[src/hw/gpio_pkg.sv]
// Contract
// [RULE_01] Three ports: ports zero and one have eight bits, port two five.
// [RULE_02] Port data is reachable as a whole byte and as single bits.
// [RULE_03] Function select picks GPIO or peripheral; reset leaves all GPIO.
// [RULE_04] Audio serial enable hands its pins to that interface regardless.
// [RULE_05] Pins reset to input; direction bit one makes an output, anytime; the code ignores it on peripheral-owned pins and drops its writes while asleep.
// [RULE_06] Reading port data returns sampled pin levels, any configuration.
// [RULE_07] Single-bit read-modify-write works on the output latch, not pins.
// [RULE_08] Inputs default to pull-up; input mode bit one tri-states them.
// [RULE_09] Port one pins zero and one have no pull at all.
// [RULE_10] In power modes one to three pins keep mode, direction and output; the code still takes audio enable writes, so audio pins can change hands.
// [RULE_11] GPIO inputs raise interrupt events on a chosen rising or falling edge.
// [RULE_12] Every one of the 21 pins can raise an interrupt.
// [RULE_13] A pin interrupt event can wake the system from any power mode.
// [RULE_14] One port-level CPU enable per port, in enable registers one and two.
// [RULE_15] Port one has one interrupt enable per bit in its own register.
// [RULE_16] Port zero has low and high nibble enables in pin interrupt control.
// [RULE_17] Port two pins share one enable in pin interrupt control.
// [RULE_18] A pin event sets its status flag even with its enable clear.
// [RULE_19] CPU port flag sets only with a pin or nibble enable and an event.
// [RULE_20] Software clears pin status flags before the CPU port flag.
// [RULE_21] Sleep mode field other than zero blocks all port interrupts.
// [RULE_22] Pins pass two sync stages; status flags hold until written zero.
package gpio_pkg;
    localparam int NPINS = 21;
    localparam logic [6:0] OFS_P0_DATA = 7'h00;
    localparam logic [6:0] OFS_P1_DATA = 7'h04;
    localparam logic [6:0] OFS_P2_DATA = 7'h08;
    localparam logic [6:0] OFS_FUNC_SEL = 7'h0C;
    localparam logic [6:0] OFS_DIRECTION = 7'h10;
    localparam logic [6:0] OFS_INPUT_MODE = 7'h14;
    localparam logic [6:0] OFS_P1_PIN_EN = 7'h18;
    localparam logic [6:0] OFS_PIN_IRQ_CTRL = 7'h1C;
    localparam logic [6:0] OFS_P0_FLAGS = 7'h20;
    localparam logic [6:0] OFS_P1_FLAGS = 7'h24;
    localparam logic [6:0] OFS_P2_FLAGS = 7'h28;
    localparam logic [6:0] OFS_CPU_EN_ONE = 7'h2C;
    localparam logic [6:0] OFS_CPU_EN_TWO = 7'h30;
    localparam logic [6:0] OFS_CPU_FLG_ONE = 7'h34;
    localparam logic [6:0] OFS_CPU_FLG_TWO = 7'h38;
    localparam logic [6:0] OFS_SYS_CTRL = 7'h3C;
    localparam logic [6:0] OFS_BIT_ACCESS = 7'h40;
    // Pin interrupt control fields.
    localparam int CTL_EDGE_P0 = 0;
    localparam int CTL_EDGE_P1 = 1;
    localparam int CTL_EDGE_P2 = 2;
    localparam int CTL_P0_LOW_EN = 3;
    localparam int CTL_P0_HIGH_EN = 4;
    localparam int CTL_P2_EN = 5;
    // System control fields: sleep mode in bits 1:0, audio enable in bit 2.
    localparam int SYS_AUDIO_EN = 2;
    // Bit access fields.
    localparam int BA_VALUE = 5;
    localparam int BA_TOGGLE = 6;
    // CPU enable and flag fields.
    localparam int CPU_P1 = 0;
    localparam int CPU_P2 = 1;
    // Pins that carry a pull resistor; port one bits zero and one do not.
    localparam logic [20:0] PULL_CAPABLE = 21'h1FFCFF;
    localparam logic [20:0] RST_PINS = 21'h000000;
    localparam logic [7:0] RST_BYTE = 8'h00;
    localparam logic [5:0] RST_CTRL = 6'h00;
    localparam logic [2:0] RST_SMALL = 3'h0;
endpackage : gpio_pkg

[src/hw/gpio_sync_if.sv]
`timescale 1ns/10ps
`default_nettype none
interface gpio_sync_if #(parameter int W = 21);
    logic [W-1:0] raw;
    logic [W-1:0] level;
    logic [W-1:0] rise;
    logic [W-1:0] fall;
    modport sync (input raw, output level, rise, fall);
    modport core (output raw, input level, rise, fall);
endinterface : gpio_sync_if
`default_nettype wire

[src/hw/gpio_pin_sync.sv]
`timescale 1ns/10ps
`default_nettype none
module gpio_pin_sync #(
    parameter int W = 21
) (
    input wire logic clk,
    input wire logic rst,
    input wire logic ce,
    gpio_sync_if.sync pins
);
    logic [W-1:0] stage_one;
    logic [W-1:0] stage_two;
    logic [W-1:0] stage_three;
    logic [W-1:0] next_one;
    logic [W-1:0] next_two;
    logic [W-1:0] next_three;

    if (W < 1) begin : g_check
        $error("gpio_pin_sync needs at least one pin");
    end

    always_comb begin
        next_one = pins.raw;
        next_two = stage_one;
        next_three = stage_two;
    end

    // The first stage feeds only the second; edges are taken further on.
    always_ff @(posedge clk) begin
        if (rst) begin
            stage_one <= '0;
            stage_two <= '0;
            stage_three <= '0;
        end else if (ce) begin
            stage_one <= next_one; // RULE_22
            stage_two <= next_two; // RULE_22
            stage_three <= next_three;
        end
    end

    assign pins.level = stage_two;
    assign pins.rise = stage_two & ~stage_three;
    assign pins.fall = ~stage_two & stage_three;
endmodule : gpio_pin_sync
`default_nettype wire

[src/hw/gpio_ports.sv]
`timescale 1ns/10ps
`default_nettype none
module gpio_ports
    import gpio_pkg::*;
#(
    // Pins taken over by the audio serial interface when it is enabled.
    parameter logic [20:0] AUDIO_PIN_MASK = 21'h00C003
) (
    input wire logic CLK,
    input wire logic SYS_RST,
    input wire logic CE,
    input wire logic [6:0] ADDRESS,
    input wire logic READ,
    input wire logic WRITE,
    input wire logic [3:0] BYTEENABLE,
    input wire logic [31:0] WRITEDATA,
    output logic [31:0] READDATA,
    output logic WAITREQUEST,
    input wire logic [20:0] PIN_IN,
    output logic [20:0] PIN_OUT,
    output logic [20:0] PIN_OE,
    output logic [20:0] PIN_PULLUP,
    input wire logic [20:0] PERIPH_OUT,
    input wire logic [20:0] PERIPH_OE,
    output logic IRQ_P0,
    output logic IRQ_P1,
    output logic IRQ_P2,
    output logic WAKE
);
    logic [20:0] latch;
    logic [20:0] sel;
    logic [20:0] dir;
    logic [20:0] inp;
    logic [7:0] p1_en;
    logic [5:0] ctl;
    logic [20:0] flags;
    logic cpu_en_p0;
    logic [1:0] cpu_en_two;
    logic cpu_flg_p0;
    logic [1:0] cpu_flg_two;
    logic [2:0] sys;
    logic [4:0] bit_index;
    logic [20:0] next_latch;
    logic [20:0] next_sel;
    logic [20:0] next_dir;
    logic [20:0] next_inp;
    logic [7:0] next_p1_en;
    logic [5:0] next_ctl;
    logic [20:0] next_flags;
    logic next_cpu_en_p0;
    logic [1:0] next_cpu_en_two;
    logic next_cpu_flg_p0;
    logic [1:0] next_cpu_flg_two;
    logic [2:0] next_sys;
    logic [4:0] next_bit_index;
    logic [31:0] next_readdata;
    logic next_waitrequest;
    logic [20:0] next_pin_out;
    logic [20:0] next_pin_oe;
    logic [20:0] next_pin_pullup;
    logic next_irq_p0;
    logic next_irq_p1;
    logic next_irq_p2;
    logic next_wake;

    logic [20:0] owned;
    logic [20:0] gpio_in;
    logic [20:0] edge_sel;
    logic [20:0] events;
    logic [20:0] pin_en;
    logic [31:0] wmask;
    logic [31:0] wval;
    logic do_write;
    logic sleeping;
    logic [20:0] ba_mask;

    gpio_sync_if #(.W(NPINS)) pins ();

    gpio_pin_sync #(.W(NPINS)) u_sync (
        .clk(CLK),
        .rst(SYS_RST),
        .ce(CE),
        .pins(pins)
    );

    assign pins.raw = PIN_IN;

    // Merges byte-lane write data into an old 32-bit view.
    function automatic logic [31:0] merge(input logic [31:0] old,
                                          input logic [31:0] data,
                                          input logic [31:0] mask);
        merge = (old & ~mask) | (data & mask);
    endfunction : merge

    // Flags clear only where software writes a zero in an enabled lane.
    function automatic logic [7:0] clr_zero(input logic [7:0] data,
                                            input logic [7:0] mask);
        clr_zero = ~data & mask;
    endfunction : clr_zero

    // Audio serial interface overrides the function select on its pins.
    assign owned = sel | (AUDIO_PIN_MASK & {NPINS{sys[SYS_AUDIO_EN]}}); // RULE_04
    assign gpio_in = ~owned & ~dir;
    assign edge_sel = {{5{ctl[CTL_EDGE_P2]}}, {8{ctl[CTL_EDGE_P1]}},
                       {8{ctl[CTL_EDGE_P0]}}};
    // Every pin has an event source, selected per port by edge.
    assign events = gpio_in & ((pins.fall & edge_sel) |
                               (pins.rise & ~edge_sel)); // RULE_11 RULE_12
    assign pin_en = {{5{ctl[CTL_P2_EN]}}, p1_en,
                     {4{ctl[CTL_P0_HIGH_EN]}},
                     {4{ctl[CTL_P0_LOW_EN]}}}; // RULE_15 RULE_16 RULE_17
    assign wmask = {{8{BYTEENABLE[3]}}, {8{BYTEENABLE[2]}},
                    {8{BYTEENABLE[1]}}, {8{BYTEENABLE[0]}}};
    assign wval = WRITEDATA & wmask;
    assign do_write = WRITE & ~WAITREQUEST;
    assign sleeping = (sys[1:0] != 2'h0);
    assign ba_mask = (WRITEDATA[4:0] < 5'(NPINS)) ?
                     (21'h000001 << WRITEDATA[4:0]) : RST_PINS;

    // One wait cycle, then a one-cycle answer with registered read data.
    always_comb begin
        next_waitrequest = 1'b1;
        next_readdata = READDATA;
        if ((READ | WRITE) && WAITREQUEST) begin
            next_waitrequest = 1'b0;
            next_readdata = 32'h00000000;
            if (ADDRESS == OFS_P0_DATA) begin
                next_readdata = {24'h000000, pins.level[7:0]}; // RULE_06
            end else if (ADDRESS == OFS_P1_DATA) begin
                next_readdata = {24'h000000, pins.level[15:8]}; // RULE_06
            end else if (ADDRESS == OFS_P2_DATA) begin
                next_readdata = {27'h0000000, pins.level[20:16]}; // RULE_01
            end else if (ADDRESS == OFS_FUNC_SEL) begin
                next_readdata = {11'h000, sel};
            end else if (ADDRESS == OFS_DIRECTION) begin
                next_readdata = {11'h000, dir};
            end else if (ADDRESS == OFS_INPUT_MODE) begin
                next_readdata = {11'h000, inp};
            end else if (ADDRESS == OFS_P1_PIN_EN) begin
                next_readdata = {24'h000000, p1_en};
            end else if (ADDRESS == OFS_PIN_IRQ_CTRL) begin
                next_readdata = {26'h0000000, ctl};
            end else if (ADDRESS == OFS_P0_FLAGS) begin
                next_readdata = {24'h000000, flags[7:0]};
            end else if (ADDRESS == OFS_P1_FLAGS) begin
                next_readdata = {24'h000000, flags[15:8]};
            end else if (ADDRESS == OFS_P2_FLAGS) begin
                next_readdata = {27'h0000000, flags[20:16]};
            end else if (ADDRESS == OFS_CPU_EN_ONE) begin
                next_readdata = {31'h00000000, cpu_en_p0};
            end else if (ADDRESS == OFS_CPU_EN_TWO) begin
                next_readdata = {30'h00000000, cpu_en_two};
            end else if (ADDRESS == OFS_CPU_FLG_ONE) begin
                next_readdata = {31'h00000000, cpu_flg_p0};
            end else if (ADDRESS == OFS_CPU_FLG_TWO) begin
                next_readdata = {30'h00000000, cpu_flg_two};
            end else if (ADDRESS == OFS_SYS_CTRL) begin
                next_readdata = {29'h00000000, sys};
            end else if (ADDRESS == OFS_BIT_ACCESS) begin
                next_readdata = {27'h0000000, bit_index};
                // An index past the last pin reads as zero, not unknown.
                next_readdata[BA_VALUE] = (bit_index < 5'(NPINS)) ?
                                          latch[bit_index] : 1'b0; // RULE_07
            end else begin
                next_readdata = 32'h00000000;
            end
        end
    end

    // Configuration, latches and controls written by software.
    always_comb begin
        next_latch = latch;
        next_sel = sel;
        next_dir = dir;
        next_inp = inp;
        next_p1_en = p1_en;
        next_ctl = ctl;
        next_cpu_en_p0 = cpu_en_p0;
        next_cpu_en_two = cpu_en_two;
        next_sys = sys;
        next_bit_index = bit_index;
        // Writes that change pin state are dropped while asleep, except the audio enable
        // in system control, so GPIO pins hold what they had on entry until the sleep field is cleared.
        if (do_write && !sleeping) begin // RULE_10
            if (ADDRESS == OFS_P0_DATA) begin
                next_latch[7:0] = 8'(merge({24'h0, latch[7:0]}, WRITEDATA,
                                           wmask)); // RULE_02
            end else if (ADDRESS == OFS_P1_DATA) begin
                next_latch[15:8] = 8'(merge({24'h0, latch[15:8]}, WRITEDATA,
                                            wmask)); // RULE_02
            end else if (ADDRESS == OFS_P2_DATA) begin
                next_latch[20:16] = 5'(merge({27'h0, latch[20:16]},
                                             WRITEDATA, wmask)); // RULE_01
            end else if (ADDRESS == OFS_FUNC_SEL) begin
                next_sel = 21'(merge({11'h0, sel}, WRITEDATA, wmask));
            end else if (ADDRESS == OFS_DIRECTION) begin
                next_dir = 21'(merge({11'h0, dir}, WRITEDATA,
                                     wmask)); // RULE_05
            end else if (ADDRESS == OFS_INPUT_MODE) begin
                next_inp = 21'(merge({11'h0, inp}, WRITEDATA, wmask));
            end else if (ADDRESS == OFS_BIT_ACCESS && BYTEENABLE[0]) begin
                next_bit_index = WRITEDATA[4:0];
                // The latch bit, not the pin, is read and written back.
                if (WRITEDATA[BA_TOGGLE]) begin
                    next_latch = latch ^ ba_mask; // RULE_07
                end else if (WRITEDATA[BA_VALUE]) begin
                    next_latch = latch | ba_mask; // RULE_02
                end else begin
                    next_latch = latch & ~ba_mask; // RULE_02
                end
            end
        end
        if (do_write) begin
            if (ADDRESS == OFS_P1_PIN_EN && BYTEENABLE[0]) begin
                next_p1_en = WRITEDATA[7:0]; // RULE_15
            end else if (ADDRESS == OFS_PIN_IRQ_CTRL && BYTEENABLE[0]) begin
                next_ctl = WRITEDATA[5:0]; // RULE_16 RULE_17
            end else if (ADDRESS == OFS_CPU_EN_ONE && BYTEENABLE[0]) begin
                next_cpu_en_p0 = WRITEDATA[0]; // RULE_14
            end else if (ADDRESS == OFS_CPU_EN_TWO && BYTEENABLE[0]) begin
                next_cpu_en_two = WRITEDATA[1:0]; // RULE_14
            end else if (ADDRESS == OFS_SYS_CTRL && BYTEENABLE[0]) begin
                next_sys = WRITEDATA[2:0];
            end
        end
    end

    // Status flags and CPU flags; a new event beats a clear in one cycle.
    always_comb begin
        next_flags = flags;
        next_cpu_flg_p0 = cpu_flg_p0;
        next_cpu_flg_two = cpu_flg_two;
        if (do_write) begin
            if (ADDRESS == OFS_P0_FLAGS) begin
                next_flags[7:0] = flags[7:0] & ~clr_zero(wval[7:0],
                                                         wmask[7:0]); // RULE_22
            end else if (ADDRESS == OFS_P1_FLAGS) begin
                next_flags[15:8] = flags[15:8] & ~clr_zero(wval[7:0],
                                                           wmask[7:0]); // RULE_22
            end else if (ADDRESS == OFS_P2_FLAGS) begin
                next_flags[20:16] = flags[20:16] &
                                    ~5'(clr_zero(wval[7:0], wmask[7:0]));
            end else if (ADDRESS == OFS_CPU_FLG_ONE && BYTEENABLE[0]) begin
                next_cpu_flg_p0 = cpu_flg_p0 & WRITEDATA[0];
            end else if (ADDRESS == OFS_CPU_FLG_TWO && BYTEENABLE[0]) begin
                next_cpu_flg_two = cpu_flg_two & WRITEDATA[1:0];
            end
        end
        // Status flags set whether or not the pin is enabled.
        next_flags = next_flags | events; // RULE_18
        // A flagged pin that is enabled keeps the CPU flag raised, so the
        // pin flag must go first or the CPU flag simply comes back.
        if (!sleeping) begin // RULE_21
            if (|(flags[7:0] & pin_en[7:0])) begin
                next_cpu_flg_p0 = 1'b1; // RULE_19 RULE_20
            end
            if (|(flags[15:8] & pin_en[15:8])) begin
                next_cpu_flg_two[CPU_P1] = 1'b1; // RULE_19
            end
            if (|(flags[20:16] & pin_en[20:16])) begin
                next_cpu_flg_two[CPU_P2] = 1'b1; // RULE_19
            end
        end
    end

    // Registered pin drive, pulls, interrupt lines and wake.
    always_comb begin
        next_pin_oe = (owned & PERIPH_OE) | (~owned & dir); // RULE_03 RULE_05
        next_pin_out = (owned & PERIPH_OUT) | (~owned & latch); // RULE_03
        next_pin_pullup = ~owned & ~dir & ~inp & PULL_CAPABLE; // RULE_08 RULE_09
        next_irq_p0 = cpu_flg_p0 & cpu_en_p0 & ~sleeping; // RULE_14 RULE_21
        next_irq_p1 = cpu_flg_two[CPU_P1] & cpu_en_two[CPU_P1] & ~sleeping;
        next_irq_p2 = cpu_flg_two[CPU_P2] & cpu_en_two[CPU_P2] & ~sleeping;
        // Wake runs even while sleeping, since it is what ends the sleep.
        next_wake = |(events & pin_en); // RULE_13
    end

    always_ff @(posedge CLK) begin
        if (SYS_RST) begin
            latch <= RST_PINS;
            sel <= RST_PINS; // RULE_03
            dir <= RST_PINS; // RULE_05
            inp <= RST_PINS; // RULE_08
            p1_en <= RST_BYTE;
            ctl <= RST_CTRL;
            flags <= RST_PINS;
            cpu_en_p0 <= 1'b0;
            cpu_en_two <= 2'h0;
            cpu_flg_p0 <= 1'b0;
            cpu_flg_two <= 2'h0;
            sys <= RST_SMALL;
            bit_index <= 5'h00;
            READDATA <= 32'h00000000;
            WAITREQUEST <= 1'b1;
            PIN_OUT <= RST_PINS;
            PIN_OE <= RST_PINS;
            PIN_PULLUP <= RST_PINS;
            IRQ_P0 <= 1'b0;
            IRQ_P1 <= 1'b0;
            IRQ_P2 <= 1'b0;
            WAKE <= 1'b0;
        end else if (CE) begin
            latch <= next_latch;
            sel <= next_sel;
            dir <= next_dir;
            inp <= next_inp;
            p1_en <= next_p1_en;
            ctl <= next_ctl;
            flags <= next_flags;
            cpu_en_p0 <= next_cpu_en_p0;
            cpu_en_two <= next_cpu_en_two;
            cpu_flg_p0 <= next_cpu_flg_p0;
            cpu_flg_two <= next_cpu_flg_two;
            sys <= next_sys;
            bit_index <= next_bit_index;
            READDATA <= next_readdata;
            WAITREQUEST <= next_waitrequest;
            PIN_OUT <= next_pin_out;
            PIN_OE <= next_pin_oe;
            PIN_PULLUP <= next_pin_pullup;
            IRQ_P0 <= next_irq_p0;
            IRQ_P1 <= next_irq_p1;
            IRQ_P2 <= next_irq_p2;
            WAKE <= next_wake;
        end
    end
endmodule : gpio_ports
`default_nettype wire

[config.mk]
export PLATFORM = sky130hd
export DESIGN_NAME = gpio_ports
export DESIGN_NICKNAME = d
export VERILOG_FILES = /design/src/hw/gpio_pkg.sv /design/src/hw/gpio_sync_if.sv /design/src/hw/gpio_pin_sync.sv /design/src/hw/gpio_ports.sv
export SDC_FILE = /design/constraint.sdc
export NUM_CORES = 1
export LEC_CHECK = 0
export ABC_AREA = 1
export BUFFER_PORTS_ARGS = -buffer_cell sky130_fd_sc_hd__buf_2
export CAP_MARGIN = 20
export CORE_MARGIN = 2
export CORE_UTILIZATION = 59
export CTS_BUF_LIST = sky130_fd_sc_hd__clkbuf_2 sky130_fd_sc_hd__clkbuf_4 sky130_fd_sc_hd__clkbuf_8
export DETAILED_ROUTE_END_ITERATION = 10
export HOLD_SLACK_MARGIN = 0.02
export PLACE_DENSITY = 0.81
export SETUP_SLACK_MARGIN = 0.15
export SLEW_MARGIN = 15
export SYNTH_ARGS = -nofsm -noshare
export SYNTH_HDL_FRONTEND = slang
export SYNTH_SLANG_ARGS = --single-unit
[constraint.sdc]
create_clock -name CLK -period 1.9 [get_ports CLK]
set_input_delay 0 -clock CLK [delete_from_list [all_inputs] [get_ports CLK]]
set_output_delay 0 -clock CLK [all_outputs]
set_load 0.02 [all_outputs]
==> metrics.log <==
[metrics] vertical extent of the die: 157 um
[metrics] Layout area overhead: 26.8%
[metrics] adder and majority gate portion of the synthesized area: 0%
[metrics] clock tree from TritonCTS: built
[metrics] proportion of synthesized area in mux cells: 0%
[metrics] post-synthesis register bit count: 283
[metrics] Sink Count: 283
[metrics] number of maximum-capacitance constraint violations: 0
[metrics] Worst Hold Class: primary input to flip-flop
[metrics] total count of hold-check failures in the final report: 0
[metrics] outcome: finished clean
[metrics] count of non-filler cells in the finished layout: 2544
[metrics] Post-synth EDFFs: 0
[metrics] final worst-path setup slack: 0.0881 ns
[metrics] signal arrival time at the worst endpoint: 2.29 ns
[metrics] number of library cell types mapped by synthesis: 59
[metrics] I/O pin count: 211
[metrics] Post-layout nets: 2334
[metrics] starting density of the core: 60.5%
[metrics] maximum fanout encountered on the critical timing path: 3
[metrics] fraction of registers with async set or reset after synthesis: 0%
[metrics] relative slew slack: 53.4%
[metrics] xor and xnor area share after synthesis: 1.34%
[metrics] type of destination of the critical path: flip-flop
[metrics] die outline width: 157 um
[metrics] register area: 5670 um2
[metrics] vias in the first global route: 14600
[metrics] Placement Rows: 55
[metrics] floorplan core area: 22700 um2
[metrics] most instantiated flip-flop cell in the synthesis netlist: sky130_fd_sc_hd__dfxtp_1
[metrics] Pre-Repair DR Iteration Count: 6
[metrics] DRC violation total after the first TritonRoute iteration: 1837
[metrics] source-to-sink clock delay at the later pin of the worst-skew pair: 0.59 ns
[metrics] Filler Cells Inserted: 1722
[metrics] grt ovf: 0
[metrics] post-layout util: 76.6%
[metrics] largest stage delay on the critical path: 0.38 ns
[metrics] CP Class: flip-flop to flip-flop
[metrics] share of final-layout standard cells stronger than drive strength 1: 20.7%
[metrics] Synth Area in Compound Gates: 26.1%
[metrics] total global routing track utilization: 42.3%
[metrics] average via count per standard cell: 5.95
[metrics] total number of yosys warnings: 0
[metrics] placed cell count: 2369
[metrics] number of levels the H-tree was split into: 2
[metrics] Setup violations, final: 0
[metrics] synthesized area per cell: 7.22 um2
[metrics] simple-gate area share of the yosys netlist: 20.3%
[metrics] clock buffer count from CTS: 46
[metrics] Clock Skews: 0.0340 ns
[metrics] VDD IR max: 0.679 mV
[metrics] cell area after placement: 15300 um2
[metrics] dominant combinational cell family by area after synthesis: compound AO/OA/AOI/OAI gates
[metrics] fraction of the cycle the final worst path needs: 95.4%
[metrics] slew at the pin closest to its max-slew limit: 0.697 ns
[metrics] vias: 15100
[metrics] maximum number of pins on one net before global-route repair: 99
[metrics] first-pass GRT wire length: 79300 um
[metrics] synthesized cell area: 13700 um2
[metrics] clock root cell: sky130_fd_sc_hd__clkbuf_8
[metrics] CP cell instances: buf_4, nor2_1, inv_1, nor2_1, o21ai_0, o211ai_1, inv_1
[metrics] PortBufs: 185
[metrics] routed len/inst: 20.6 um
[metrics] share of the yosys chip area belonging to registers: 41.3%
[metrics] DRC viols: 0
[metrics] WP data required: 2.37 ns
[metrics] minimum period implied by the final worst setup slack: 1.81 ns
[metrics] global placer's final weighted congestion: 0.996
[metrics] Register-to-Register Setup Slack: 0.09 ns
[metrics] highest clock frequency the design can meet: 0.552 GHz
[metrics] worst setup slack before clock tree synthesis: 0.124 ns
[metrics] TNS Setup: 0 ns
[metrics] HPWL reported at the end of detailed placement: 35700 um
[metrics] antenna violations before repair: 2
[metrics] die area: 24500 um2
[metrics] total length of routed wires: 52300 um
[metrics] nature of the critical path startpoint: flip-flop
[metrics] number of nets with antenna violations after routing: 0
[metrics] final-report max-slew violation count: 0
[metrics] PwrDens: 796 nW/um2
[metrics] LEAKAGE: 7.52 nW
[metrics] tightest hold margin: 0.0599 ns
[metrics] Total Power Consumption: 13.8 mW
[metrics] area occupied by multi-input gates: 6710 um2
[metrics] cell count after synthesis: 1902
[metrics] maximum number of buffers from clock root to sink: 3
[metrics] clock-pin transition on the worst setup and hold timing paths: 0.06 ns
[metrics] setup repair after global routing missed its margin: yes
[metrics] Post-Layout Inst Area: 17400 um2
[metrics] library cell contributing the largest single delay on the critical path: sky130_fd_sc_hd__nor2_1
## placed cells by master (no fill, tap or decap), types with 3 or more instances in the layout
cell type,count
sky130_fd_sc_hd__buf_12,6
sky130_fd_sc_hd__or2_1,5
sky130_fd_sc_hd__nor3_2,9
sky130_fd_sc_hd__a21oi_1,179
sky130_fd_sc_hd__clkbuf_8,64
sky130_fd_sc_hd__nor2_2,11
sky130_fd_sc_hd__o21a_1,3
sky130_fd_sc_hd__nand3_4,6
sky130_fd_sc_hd__nand2_2,6
sky130_fd_sc_hd__clkbuf_4,13
sky130_fd_sc_hd__o21ai_1,9
sky130_fd_sc_hd__o31ai_1,6
sky130_fd_sc_hd__inv_1,229
sky130_fd_sc_hd__o211ai_1,59
sky130_fd_sc_hd__a221oi_1,15
sky130_fd_sc_hd__dlygate4sd3_1,88
sky130_fd_sc_hd__nand4_1,16
sky130_fd_sc_hd__xor2_1,13
sky130_fd_sc_hd__nor3_1,10
sky130_fd_sc_hd__xnor2_1,8
sky130_fd_sc_hd__inv_2,23
sky130_fd_sc_hd__nand2_4,4
sky130_fd_sc_hd__buf_4,90
sky130_fd_sc_hd__o22ai_1,31
sky130_fd_sc_hd__o221ai_1,20
sky130_fd_sc_hd__a211oi_2,16
sky130_fd_sc_hd__a211oi_1,28
sky130_fd_sc_hd__inv_4,4
sky130_fd_sc_hd__nand2_1,281
sky130_fd_sc_hd__nor2_1,219
sky130_fd_sc_hd__o41ai_1,5
sky130_fd_sc_hd__nor2_4,9
sky130_fd_sc_hd__o21ai_0,206
sky130_fd_sc_hd__nand3_1,52
sky130_fd_sc_hd__conb_1,13
sky130_fd_sc_hd__dfxtp_1,279
sky130_fd_sc_hd__dfxtp_2,4
sky130_fd_sc_hd__buf_2,183
## cell usage after synthesis (15+ instances only)
master / count / area, um2
sky130_fd_sc_hd__o21ai_0: 209 / 1050
sky130_fd_sc_hd__nand2_1: 281 / 1050
sky130_fd_sc_hd__o211ai_1: 59 / 443
sky130_fd_sc_hd__buf_4: 16 / 120
sky130_fd_sc_hd__inv_1: 239 / 897
sky130_fd_sc_hd__dfxtp_1: 283 / 5670
sky130_fd_sc_hd__nor2_1: 224 / 841
sky130_fd_sc_hd__nor3_1: 18 / 90.1
sky130_fd_sc_hd__a221oi_1: 15 / 131
sky130_fd_sc_hd__clkbuf_1: 73 / 274
sky130_fd_sc_hd__nand4_1: 16 / 100
sky130_fd_sc_hd__a211oi_2: 16 / 200
sky130_fd_sc_hd__a21oi_1: 180 / 901
sky130_fd_sc_hd__o22ai_1: 31 / 194
sky130_fd_sc_hd__a211oi_1: 28 / 210
sky130_fd_sc_hd__o221ai_1: 20 / 175
sky130_fd_sc_hd__nand3_1: 52 / 260
## worst max-delay path, delay by kind of cell, from the launching register on
| family | cells | cell delay (ns) |
|---|---|---|
| AOI/OAI and AO/OA | 2 | 0.53 |
| buffers and inverters | 3 | 0.32 |
| DFF | 1 | 0.31 |
| and+or+nand+nor | 2 | 0.54 |
## timing repair
item / in CTS / in global routing
gates cloned: 0 / 1
gates resized for setup: 3 / 37
hold buffers: 88 / 0
pin swaps: 0 / 3
buffers inserted: 0 / 2
hold endpoints to repair: 187 / 0
setup endpoints to repair: 12 / 58
## metal layers
metal  share of wire [%]  GRT usage [%]
met5               0.031              0
met1                  38           53.6
met4                 5.8           24.2
met2                  46           67.3
met3                  10           8.45
## report_power, final
part	switching (mW)	internal [mW]
clock	2.56	3.51
sequential	0.123	6.14
combinational	0.974	0.537
## kinds of logic (layout without fill, tap and decap cells)
| group | Yosys count | count (layout) |
|---|---|---|
| simple gates | 637 | 638 |
| xor+xnor | 21 | 21 |
| buf+inv | 368 | 710 |
| compound gates | 592 | 592 |
| other cells | 1 | 15 |
| flops | 283 | 283 |
## worst paths after layout
| kind | cells past startpoint | end | from |
|---|---|---|---|
| max | 7 | PIN_OE[1]$_SDFFE_PP0P_ | sys[2]$_SDFFE_PP0P_ |
| min | 4 | cpu_en_p0$_SDFFE_PP0P_ | ADDRESS[2] |
| max reg2reg | 7 | PIN_OE[1]$_SDFFE_PP0P_ | sys[2]$_SDFFE_PP0P_ |
| min reg2reg | 2 | flip-flop | flip-flop |
## final cells by class
class | instances | area share [%]
tap | 285 | 2.05
multi-input combinational | 1264 | 38.5
inverter | 260 | 5.74
antenna | 2 | 0.0288
sequential | 283 | 32.6
clock inverter | 5 | 0.482
clock buffer | 77 | 5.62
timing repair buffer | 368 | 15.0
No activity file was read; power rests on OpenSTA's default activity.
